### config.mk
export PLATFORM = sky130hd
export DESIGN_NAME = adcrt_top
export DESIGN_NICKNAME = d
export VERILOG_FILES = /design/src/logic/adcrt_edge_detect.v /design/src/logic/adcrt_justify.v /design/src/logic/adcrt_top.v
export VERILOG_INCLUDE_DIRS = /design/src /design/src/logic
export SDC_FILE = /design/constraint.sdc
export NUM_CORES = 1
export LEC_CHECK = 0
export BUFFER_PORTS_ARGS = -buffer_cell sky130_fd_sc_hd__buf_2
export CORE_MARGIN = 3
export CORE_UTILIZATION = 48
export DETAILED_ROUTE_END_ITERATION = 12
export GPL_TIMING_DRIVEN = 0
export PLACE_DENSITY = 0.88
export SLEW_MARGIN = 20
export SYNTH_ARGS = -nofsm -noshare
export SYNTH_HDL_FRONTEND = slang
export SYNTH_SLANG_ARGS = --single-unit
### constraint.sdc
create_clock -name mclk -period 2.7 [get_ports mclk]
set_input_delay 0.405 -clock mclk [delete_from_list [all_inputs] [get_ports mclk]]
set_output_delay 0.405 -clock mclk [all_outputs]
set_load 0.02 [all_outputs]
### src/logic/adcrt_consts.vh
`ifndef ADCRT_CONSTS_VH
`define ADCRT_CONSTS_VH

// ==========================================
// register byte addresses
`define ADCRT_OFS_TRIG 12'h000
`define ADCRT_OFS_RESH 12'h004
`define ADCRT_OFS_RESL 12'h008
`define ADCRT_OFS_CTRL 12'h00C

// ==========================================
// field positions and widths
`define ADCRT_TRIG_W 5
`define ADCRT_RES_W 10
`define ADCRT_CTRL_START 0
`define ADCRT_CTRL_JUSTIFY 1
`define ADCRT_CTRL_ENABLE 2

// ==========================================
// reset values
`define ADCRT_TRIG_RST 5'h00
`define ADCRT_CTRL_RST 3'h0

// ==========================================
// timing
`define ADCRT_CONV_CYCLES 16'h000C

`endif

### src/logic/adcrt_edge_detect.v
`timescale 1ns/10ps
`include "adcrt_consts.vh"

// ==========================================
// rising edge detector on selected trigger
module adcrt_edge_detect (
    input wire mclk,
    input wire rst_b,
    input wire ce,
    input wire level,
    output wire rise
);
    reg prev_reg;

    always @(posedge mclk) begin
        if (!rst_b) begin
            prev_reg <= 1'b0;
        end else if (ce) begin
            prev_reg <= level;
        end
    end

    assign rise = ce & level & ~prev_reg;
endmodule

### src/logic/adcrt_justify.v
`timescale 1ns/10ps
`include "adcrt_consts.vh"

// ==========================================
// result packing into high/low pair
module adcrt_justify (
    input wire [9:0] result,
    input wire right_just,
    output wire [7:0] high_byte,
    output wire [7:0] low_byte
);
    assign high_byte = right_just ? {6'h00, result[9:8]}
                                  : result[9:2];
    assign low_byte = right_just ? result[7:0]
                                 : {result[1:0], 6'h00};
endmodule

### src/logic/adcrt_top.v
// Design decisions made here: the register offsets and the APB register port.
`timescale 1ns/10ps
`include "adcrt_consts.vh"

module adcrt_top #(
    parameter NUM_TRIG = 32,
    parameter [15:0] CONV_CYCLES = `ADCRT_CONV_CYCLES
) (
    input wire mclk,
    input wire rst_b,
    input wire ce,
    input wire psel,
    input wire penable,
    input wire pwrite,
    input wire [11:0] paddr,
    input wire [31:0] pwdata,
    output reg [31:0] prdata,
    output wire pready,
    output wire pslverr,
    input wire [NUM_TRIG-1:0] trig_sources,
    input wire [9:0] conv_data,
    output wire conv_busy,
    output wire conv_start,
    output wire conv_done
);
    // ==========================================
    // states
    localparam [1:0] ST_IDLE = 2'b01;
    localparam [1:0] ST_CONV = 2'b10;

    reg [1:0] state_reg;
    reg [1:0] state_next;
    reg [15:0] cnt_reg;
    reg [15:0] cnt_next;
    reg [4:0] trig_sel_reg;
    reg justify_reg;
    reg enable_reg;
    reg [7:0] res_high_reg;
    reg [7:0] res_low_reg;
    wire sel_level;
    wire trig_rise;
    wire [7:0] pack_high;
    wire [7:0] pack_low;
    wire bus_wr;
    wire bus_rd;
    wire addr_ok;
    wire sw_start;
    wire start_req;
    wire en_now;
    wire done_now;

    // ==========================================
    // apb decode, zero wait states
    assign pready = 1'b1;
    assign addr_ok = (paddr == `ADCRT_OFS_TRIG) || (paddr == `ADCRT_OFS_RESH) ||
                     (paddr == `ADCRT_OFS_RESL) || (paddr == `ADCRT_OFS_CTRL);
    assign pslverr = psel & penable & ~addr_ok;
    assign bus_wr = ce & psel & penable & pwrite & addr_ok;
    assign bus_rd = psel & penable & ~pwrite;

    assign sw_start = bus_wr && (paddr == `ADCRT_OFS_CTRL) &&
                      pwdata[`ADCRT_CTRL_START];

    // ==========================================
    // trigger source select and edge
    assign sel_level = trig_sources[trig_sel_reg];

    adcrt_edge_detect u_edge (
        .mclk(mclk),
        .rst_b(rst_b),
        .ce(ce),
        .level(sel_level),
        .rise(trig_rise)
    );

    // enable written with the start bit counts at once
    assign en_now = (bus_wr && (paddr == `ADCRT_OFS_CTRL)) ? pwdata[`ADCRT_CTRL_ENABLE] :
                    enable_reg;
    assign start_req = en_now & (sw_start | trig_rise);
    assign done_now = (state_reg == ST_CONV) && (cnt_reg == 16'h0001);

    adcrt_justify u_just (
        .result(conv_data),
        .right_just(justify_reg),
        .high_byte(pack_high),
        .low_byte(pack_low)
    );

    // ==========================================
    // conversion sequencer
    always @* begin
        state_next = state_reg;
        cnt_next = cnt_reg;
        case (state_reg)
            ST_IDLE: begin
                if (start_req) begin
                    state_next = ST_CONV;
                    cnt_next = CONV_CYCLES;
                end
            end
            ST_CONV: begin
                if (!enable_reg) begin
                    state_next = ST_IDLE;
                    cnt_next = 16'h0000;
                end else if (done_now) begin
                    state_next = ST_IDLE;
                    cnt_next = 16'h0000;
                end else begin
                    cnt_next = cnt_reg - 16'h0001;
                end
            end
            default: begin
                state_next = ST_IDLE;
                cnt_next = 16'h0000;
            end
        endcase
    end

    always @(posedge mclk) begin
        if (!rst_b) begin
            state_reg <= ST_IDLE;
            cnt_reg <= 16'h0000;
        end else if (ce) begin
            state_reg <= state_next;
            cnt_reg <= cnt_next;
        end
    end

    assign conv_busy = (state_reg == ST_CONV);
    assign conv_start = ce & (state_reg == ST_IDLE) & start_req;
    assign conv_done = ce & done_now & enable_reg;

    // ==========================================
    // control registers
    always @(posedge mclk) begin
        if (!rst_b) begin
            trig_sel_reg <= `ADCRT_TRIG_RST;
            justify_reg <= 1'b0;
            enable_reg <= 1'b0;
        end else if (bus_wr) begin
            if (paddr == `ADCRT_OFS_TRIG) begin
                trig_sel_reg <= pwdata[4:0];
            end
            if (paddr == `ADCRT_OFS_CTRL) begin
                justify_reg <= pwdata[`ADCRT_CTRL_JUSTIFY];
                enable_reg <= pwdata[`ADCRT_CTRL_ENABLE];
            end
        end
    end

    // ==========================================
    // result registers, untouched by reset
    always @(posedge mclk) begin
        if (ce) begin
            if (done_now && enable_reg) begin
                res_high_reg <= pack_high;
                res_low_reg <= pack_low;
            end else if (bus_wr && (paddr == `ADCRT_OFS_RESH)) begin
                res_high_reg <= pwdata[7:0];
            end else if (bus_wr && (paddr == `ADCRT_OFS_RESL)) begin
                res_low_reg <= pwdata[7:0];
            end
        end
    end

    // ==========================================
    // read mux
    always @* begin
        prdata = 32'h00000000;
        if (bus_rd) begin
            case (paddr)
                `ADCRT_OFS_TRIG: prdata = {27'h0000000, trig_sel_reg};
                `ADCRT_OFS_RESH: prdata = {24'h000000, res_high_reg};
                `ADCRT_OFS_RESL: prdata = {24'h000000, res_low_reg};
                `ADCRT_OFS_CTRL: prdata = {29'h00000000, enable_reg, justify_reg,
                                           conv_busy};
                default: prdata = 32'h00000000;
            endcase
        end
    end
endmodule

==> results of run 1 <==
## Yosys cell counts (7+ instances only)
library cell	instances	area share
edfxtp_1	16	0.16
dfxtp_1	26	0.17
inv_1	8	0.010
mux2i_1	30	0.10
nand2_1	26	0.033
nor3_1	7	0.012
a22oi_1	9	0.023
nor2_1	35	0.044
o21ai_0	17	0.029
buf_4	27	0.068
nand3_1	11	0.018
nand2b_1	8	0.017
a21oi_1	13	0.022
## how the worst max path moves through the flow
stage	startpoint	endpoint	slack [ns]	depth (start not counted)
floorplan	cnt_reg[7]$_SDFFE_PN0P_	res_low_reg[0]$_DFFE_PP_	0.23	6
global placement	paddr[7]	cnt_reg[7]$_SDFFE_PN0P_	0.09	10
detailed placement	paddr[7]	cnt_reg[7]$_SDFFE_PN0P_	0.02	10
CTS	cnt_reg[10]$_SDFFE_PN0P_	conv_done	0.02	6
global route	trig_sel_reg[1]$_SDFFE_PN0P_	conv_start	-0.03	9
finish	cnt_reg[10]$_SDFFE_PN0P_	conv_done	0.06	6
## critical path: stages (launching register included)
cell     delay, ns
dfxtp_1       0.32
or4_4         0.53
or2_4         0.26
or3_4         0.36
nor4_4        0.13
and3_4        0.23
buf_6         0.12
## layer usage
metal / up-vias / global-route usage / share of wire
met3: 15 / 0.04951 / 0.095
met4: 0 / 0.05612 / 0.015
met5: - / 0 / 0
li1: 1413 / - / -
met1: 1347 / 0.2540 / 0.38
met2: 168 / 0.3950 / 0.51
## logic make-up (layout without fill, tap and decap cells)
logic type                 after synthesis  count (layout)  synth area share
muxes                                   33              33            0.1234
buffers and inverters                   49             139            0.1112
other                                    2              25          0.002519
AOI/OAI and AO/OA                       70              70            0.1519
and+or+nand+nor                        138             138            0.2585
adders and majority gates                4               4           0.01679
DFF                                     42              42            0.3357
## through the flow
stage / hold WS (ns) / std cells / setup slack (ns) / util / area (µm²)
3_3_place_gp: 0.4571 / 511 / 0.09175 / 0.5939 / 3537
6_report: 0.3889 / 526 / 0.06002 / 0.6269 / 3734
5_1_grt: 0.3967 / 526 / -0.02956 / 0.6269 / 3734
3_5_place_dp: 0.4658 / 511 / 0.01933 / 0.5939 / 3537
4_1_cts: 0.3848 / 526 / 0.01587 / 0.6229 / 3710
2_1_floorplan: 0.4448 / 361 / 0.2338 / - / 3068
## where the power goes
group          switching [mW]  internal (mW)  total, mW  leakage [nW]
Sequential           0.000764          0.655      0.656         0.355
Combinational          0.0994         0.0895      0.189          1.22
Clock                   0.220          0.272      0.492        0.0579
## timing repair
action,CTS,global route
pin swaps,5,2
hold endpoints to repair,0,0
endpoints found under the setup margin,1,15
buffers inserted,7,0
gates resized for setup,5,4
## final cells by class
| type | instances | area share |
|---|---|---|
| multi-input cells | 270 | 0.4712 |
| flip-flops and latches | 42 | 0.2694 |
| repair buffers | 82 | 0.1163 |
| plain buffers | 41 | 0.08076 |
| well taps | 75 | 0.02513 |
| clock buffers | 5 | 0.01843 |
| clock inverters | 3 | 0.01072 |
| inverters | 8 | 0.008043 |
==> impl_metrics.tcl, run 1 <==
set metrics [dict create \
    slew_viol_final 0 \
    numCtsBuffers 5 \
    finalNetCount 546 \
    yosysSeqAreaShare 0.3357 \
    cap_violations 0 \
    root_buffer "clkbuf_8" \
    status "finished, final reports clean" \
    start_kind "flip-flop" \
    synth.distinct_cells 57 \
    drc 0 \
    grt_max_degree 14 \
    worstRegToRegCells 8 \
    rrSetupSlack_ns 0.12 \
    drt-total-wl_um 8150 \
    synth_cells 338 \
    die_h_um 84.82 \
    endpoint_kind "output port" \
    synth-edff-count 16 \
    crit_path_max_fanout 2 \
    nFillCells 485 \
    drt_first_pass_iters 5 \
    hold_start "pwdata[6]" \
    coreArea_um2 5956 \
    min_period_over_period 0.9778 \
    drt-initial-drc-count 241 \
    seq_area_um2 1006 \
    cts.sinks 42 \
    post-dp-hpwl_um 6246 \
    synthToLayoutAreaGrowth_pct 25.22 \
    fin_skew_ns 0.006262 \
    tightest_slew_ns 0.8032 \
    clock_latency_ns 0.29 \
    postCtsHoldBufs 0 \
    place_congestion 0.9136 \
    layout_commonest_cell "buf_2" \
    num_antenna_cells 0 \
    portBuffers 75 \
    wl_per_cell_um 15.49 \
    h-tree-depth 2 \
    avgSynthCellArea_um2 8.821 \
    io_pins 129 \
    hp-class "input pin to flip-flop" \
    grt_setup_unrepaired "yes" \
    grt_pass1_vias 2796 \
    async_flop_share 0 \
    slew_headroom 0.4596 \
    vdd_drop_max_uv 214.3 \
    power_mw 1.338 \
    hold_viol_final 0 \
    hold_depth 3 \
    viasPerCell 5.595 \
    powerDensity_nw_per_um2 358.3 \
    die_area_um2 7194 \
    multi_input_area_um2 1759 \
    syn_area_um2 2982 \
    initial_utilization 0.5006 \
    r2r-start "cnt_reg[10]$_SDFFE_PN0P_" \
    vias 2943 \
    cts_tree "done" \
    cts_max_path_buffers 2 \
    max_freq_mhz 378.8 \
    holdPathEnd "res_high_reg[6]$_DFFE_PP_" \
    drive_above_1_share 0.3326 \
    period_needed_ns 2.640 \
    grt_pass1_wl_um 12770 \
    clk_pin_slew_worst_paths_ns 0.08 \
    antenna_found_initial 0 \
    track_usage 0.2160 \
    rows 28 \
    r2r-end "res_low_reg[1]$_DFFE_PP_" \
    p_leak_nw 1.631 \
    ys.flop_type "dfxtp_1" \
    yosysWarnings 0 \
    setup_viol_count_final 0 \
    grt-ovfl-total 0 \
    largest_reg_flops 16 \
    path_class "flip-flop to output port" \
    final_cell_mix "buf_2 (77), nor2_1 (35), buf_4 (34), mux2i_1 (30), nand2_1 (26)" \
    ys_seq_elements 42 \
    required_ns 2.30 \
    ant_nets 0 \
    fin_tns_setup_ns 0 \
    arrival_ns 2.23 \
    die_w_um 84.82 \
]
Power figures use the tool's default switching activity.
==> run 2: changes to the inputs <==
- CORE_UTILIZATION: 48 -> 44
- PLACE_DENSITY: 0.88 -> 0.85
- clock period: 2.7 -> 2.4 ns (I/O delays scaled with it)
==> impl_metrics.tcl, run 2 (synthesized netlist as in run 1, its figures left out) <==
set metrics [dict create \
    powerDensity_nw_per_um2 374.5 \
    die_w_um 88.32 \
    drt-initial-drc-count 218 \
    drt_first_pass_iters 5 \
    clock_latency_ns 0.29 \
    period_needed_ns 2.661 \
    hold_viol_final 0 \
    setup_viol_count_final 17 \
    cap_violations 0 \
    ant_nets 0 \
    slew_viol_final 0 \
    cts_tree "done" \
    drc 0 \
    slew_headroom 0.5437 \
    violations "negative setup slack" \
    vdd_drop_max_uv 391.6 \
    num_antenna_cells 0 \
    nFillCells 533 \
    portBuffers 75 \
    cts_max_path_buffers 2 \
    track_usage 0.1971 \
    max_freq_mhz 375.8 \
    numCtsBuffers 5 \
    viasPerCell 5.435 \
    synthToLayoutAreaGrowth_pct 33.82 \
    tightest_slew_ns 0.6782 \
    grt_pass1_wl_um 12190 \
    die_h_um 88.32 \
    p_leak_nw 1.726 \
    place_congestion 0.8862 \
    dp.cells 513 \
    grt-ovfl-total 0 \
    antenna_found_initial 0 \
    vias 2951 \
    drt-total-wl_um 8476 \
    layout.cells.non_filler 543 \
    path_class "flip-flop to output port" \
    hp-class "input pin to flip-flop" \
    cts.sinks 42 \
    finalNetCount 561 \
    h-tree-depth 2 \
    start_kind "flip-flop" \
    arrival_ns 2.30 \
    initial_utilization 0.4616 \
    io_pins 129 \
    grt_pass1_vias 2637 \
    final_util 0.6178 \
    required_ns 2.04 \
    coreArea_um2 6459 \
    endpoint_kind "output port" \
    status "complete, but fails checks" \
    fin_skew_ns 0.006346 \
    clk_pin_slew_worst_paths_ns 0.08 \
    post-dp-hpwl_um 6003 \
    rows 29 \
    drive_above_1_share 0.3798 \
    crit_path_max_fanout 2 \
    final_cell_mix "buf_2 (75), buf_4 (46), nor2_1 (33), mux2i_1 (28)" \
    grt_max_degree 14 \
    power_mw 1.494 \
    min_period_over_period 1.109 \
    layout_commonest_cell "buf_2" \
    grt_setup_unrepaired "yes" \
    largest_reg_flops 16 \
    timing.final.ws_setup_ns -0.2609 \
    root_buffer "clkbuf_8" \
    die_area_um2 7800 \
    wl_per_cell_um 15.61 \
]
==> run 2: cell count changes in the layout (fill, tap and decap cells not counted), sizes merged <==
cell | previous run | this run
buf | 115 | 129
clkbuf | 13 | 17
clkinv | 2 | 0
bufinv | 1 | 0
==> run 2: final cells by class <==
cell class	count	area, µm²	share of cell area
multi-input cells	270	1871	0.4688
inverters	8	30.03	0.007526
well taps	77	96.34	0.02415
flip-flops and latches	42	1008	0.2527
repair buffers	97	556.8	0.1395
plain buffers	41	316.6	0.07934
clock buffers	8	111.4	0.02791
==> run 2: timing repair <==
| action | in CTS | in global routing |
|---|---|---|
| pin swaps | 7 | 9 |
| resized for setup | 11 | 27 |
| endpoints found under the setup margin | 32 | 51 |
| endpoints found under the hold margin | 0 | 0 |
| buffers inserted | 7 | 15 |
| hold buffers | 0 | 0 |
==> run 2: worst paths after layout <==
path,startpoint,endpoint,slack [ns],cells after the start
worst min register to register,cnt_reg[1]$_SDFFE_PN0P_,cnt_reg[1]$_SDFFE_PN0P_,0.47,2
worst max-delay path,cnt_reg[8]$_SDFFE_PN0P_,conv_done,-0.26,6
worst min-delay path,pwdata[4],trig_sel_reg[4]$_SDFFE_PN0P_,0.35,3
worst max register to register,cnt_reg[8]$_SDFFE_PN0P_,res_low_reg[7]$_DFFE_PP_,-0.16,8
==> run 2: where the power goes <==
part | total (mW) | internal, mW | switching (mW)
Combinational | 0.221 | 0.103 | 0.117
Sequential | 0.737 | 0.736 | 0.000780
Clock | 0.537 | 0.297 | 0.239
==> run 2: through the flow <==
stage	setup TNS [ns]	area (µm²)	hold WS (ns)	worst slack, ns
after CTS	-1.577	3770	0.3435	-0.2725
after global routing	-3.812	3990	0.3629	-0.3291
after floorplan	0	3084	0.4448	0.002059
final	-2.585	3990	0.3467	-0.2609
after global placement	-2.992	3556	0.4548	-0.1939
after detailed placement	-3.919	3556	0.4621	-0.2310
==> run 2: critical path, cell delays in order, from the launching register on <==
cell and delay (ns):
dfxtp_4 0.35, or4_4 0.51, or2_4 0.27, or3_4 0.39, nor4_4 0.13, and3_4 0.24
buf_6 0.12
==> run 2: metal layers <==
layer | up-vias | part of all wire | track usage
li1 | 1439 | - | -
met1 | 1374 | 0.41 | 0.2474
met2 | 130 | 0.51 | 0.3494
met3 | 8 | 0.067 | 0.03445
met4 | 0 | 0.011 | 0.05082
met5 | - | 0 | 0
==> run 3: changes to the inputs <==
- SETUP_SLACK_MARGIN: default -> 0.15
==> impl_metrics.tcl, run 3 (synthesized netlist as in run 1, its figures left out) <==
set metrics [dict create \
    status "complete, but fails checks" \
    violations "negative setup slack" \
    max_stage_delay_ns 0.51 \
    min_period_over_period 1.086 \
    grt_max_degree 14 \
    root_buffer "clkbuf_8" \
    slew_headroom 0.5923 \
    die_area_um2 7800 \
    final_cell_mix "buf_2 (74), buf_4 (49), nor2_1 (31), mux2i_1 (28), conb_1 (25)" \
    numCtsBuffers 5 \
    clk_pin_slew_worst_paths_ns 0.08 \
    postCtsHoldBufs 0 \
    post-dp-hpwl_um 6113 \
    drc 0 \
    cts_max_path_buffers 2 \
    hp-class "input pin to flip-flop" \
    track_usage 0.2008 \
    grt_pass1_vias 2762 \
    h-tree-depth 2 \
    grt_pass1_wl_um 12520 \
    endpoint_kind "output port" \
    whs_ns 0.3533 \
    wl_per_cell_um 16.03 \
    largest_reg_flops 16 \
    viasPerCell 5.502 \
    drive_above_1_share 0.4480 \
    clock_latency_ns 0.29 \
    vdd_drop_max_uv 254.0 \
    num_antenna_cells 0 \
    finalNetCount 566 \
    cpMaxStageDelayCell "or4_4" \
    portBuffers 75 \
    max_freq_mhz 383.6 \
    required_ns 2.04 \
    p_leak_nw 1.819 \
    wl_met1_um 3289 \
    drt_first_pass_iters 4 \
    rows 29 \
    pre_cts_slack_ns -0.2409 \
    grt-ovfl-total 0 \
    detailroute.wirelength.met3_um 623 \
    path_class "flip-flop to output port" \
    top_layer "met4" \
    layout_commonest_cell "buf_2" \
    powerDensity_nw_per_um2 356.5 \
    start_kind "flip-flop" \
    layout.cells.non_filler 548 \
    cts.sinks 42 \
    die_w_um 88.32 \
    coreArea_um2 6459 \
    grt_setup_unrepaired "yes" \
    drt-initial-drc-count 166 \
    timing.final.ws_setup_ns -0.2066 \
    path_cells "or4_4 -> or2_4 -> or3_4 -> nor4_4 -> and3_4 -> buf_6" \
    place_congestion 0.9307 \
    vias 3015 \
    synthToLayoutAreaGrowth_pct 41.59 \
    antenna_found_initial 0 \
    dp.cells 513 \
    hold_viol_final 0 \
    drt-total-wl_um 8783 \
    cts_tree "done" \
    period_needed_ns 2.607 \
    io_pins 129 \
    cap_violations 0 \
    fin_skew_ns 0.005912 \
    initial_utilization 0.4616 \
    crit_path_max_fanout 3 \
    ant_nets 0 \
    slew_viol_final 0 \
    die_h_um 88.32 \
    arrival_ns 2.25 \
    setup_viol_count_final 2 \
    wl_met2_um 4765 \
    tightest_slew_ns 0.6116 \
]
-- run 3: through the flow --
step                  util  setup TNS [ns]  power (mW)  cell area [µm²]
detailed placement  0.5506          -3.903      0.9633             3556
global placement    0.5506          -1.403      0.9598             3556
CTS                 0.5914         -0.7992       1.497             3820
floorplan                -               0      0.8879             3084
finish              0.6536         -0.2067       1.505             4222
global route        0.6536          -1.511       1.562             4222
-- run 3: worst paths after layout --
kind	from	endpoint	slack, ns	depth (start not counted)
worst max-delay path	cnt_reg[8]$_SDFFE_PN0P_	conv_done	-0.21	6
worst min-delay path	pwdata[3]	trig_sel_reg[3]$_SDFFE_PN0P_	0.35	3
worst max register to register	cnt_reg[8]$_SDFFE_PN0P_	res_low_reg[0]$_DFFE_PP_	0	7
worst min register to register	cnt_reg[10]$_SDFFE_PN0P_	cnt_reg[10]$_SDFFE_PN0P_	0.49	2
-- run 3: repair_timing --
item,CTS,global route
cloned,0,2
gates resized for setup,19,66
pin swaps,9,34
setup endpoints to repair,46,53
setup buffers,9,16
-- run 3: cell type report --
cell class | instances | area, µm²
Buffer | 41 | 322.8
Clock buffer | 5 | 68.82
Clock inverter | 3 | 40.04
Fill cell | 467 | 2237
Inverter | 8 | 30.03
Multi-Input combinational cell | 270 | 2026
Sequential cell | 42 | 1015
Tap cell | 77 | 96.34
Timing Repair Buffer | 102 | 623.1
-- run 3: report_power, final --
group | total (mW) | switching [mW] | leakage, nW | internal [mW]
sequential | 0.736 | 0.000983 | 0.357 | 0.735
combinational | 0.225 | 0.121 | 1.41 | 0.104
clock | 0.543 | 0.238 | 0.0541 | 0.305
-- run 3: routing by layer --
layer | GRT usage | up-vias
li1 | - | 1455
met1 | 0.2234 | 1424
met2 | 0.3889 | 122
met3 | 0.04004 | 14
met4 | 0.04670 | 0
met5 | 0 | -
-- run 3: critical path, delay by kind of cell (launching register included) --
family                 cells  cell delay [ns]
and+or+nand+nor            5             1.48
buffers and inverters      1             0.12
DFF                        1             0.35
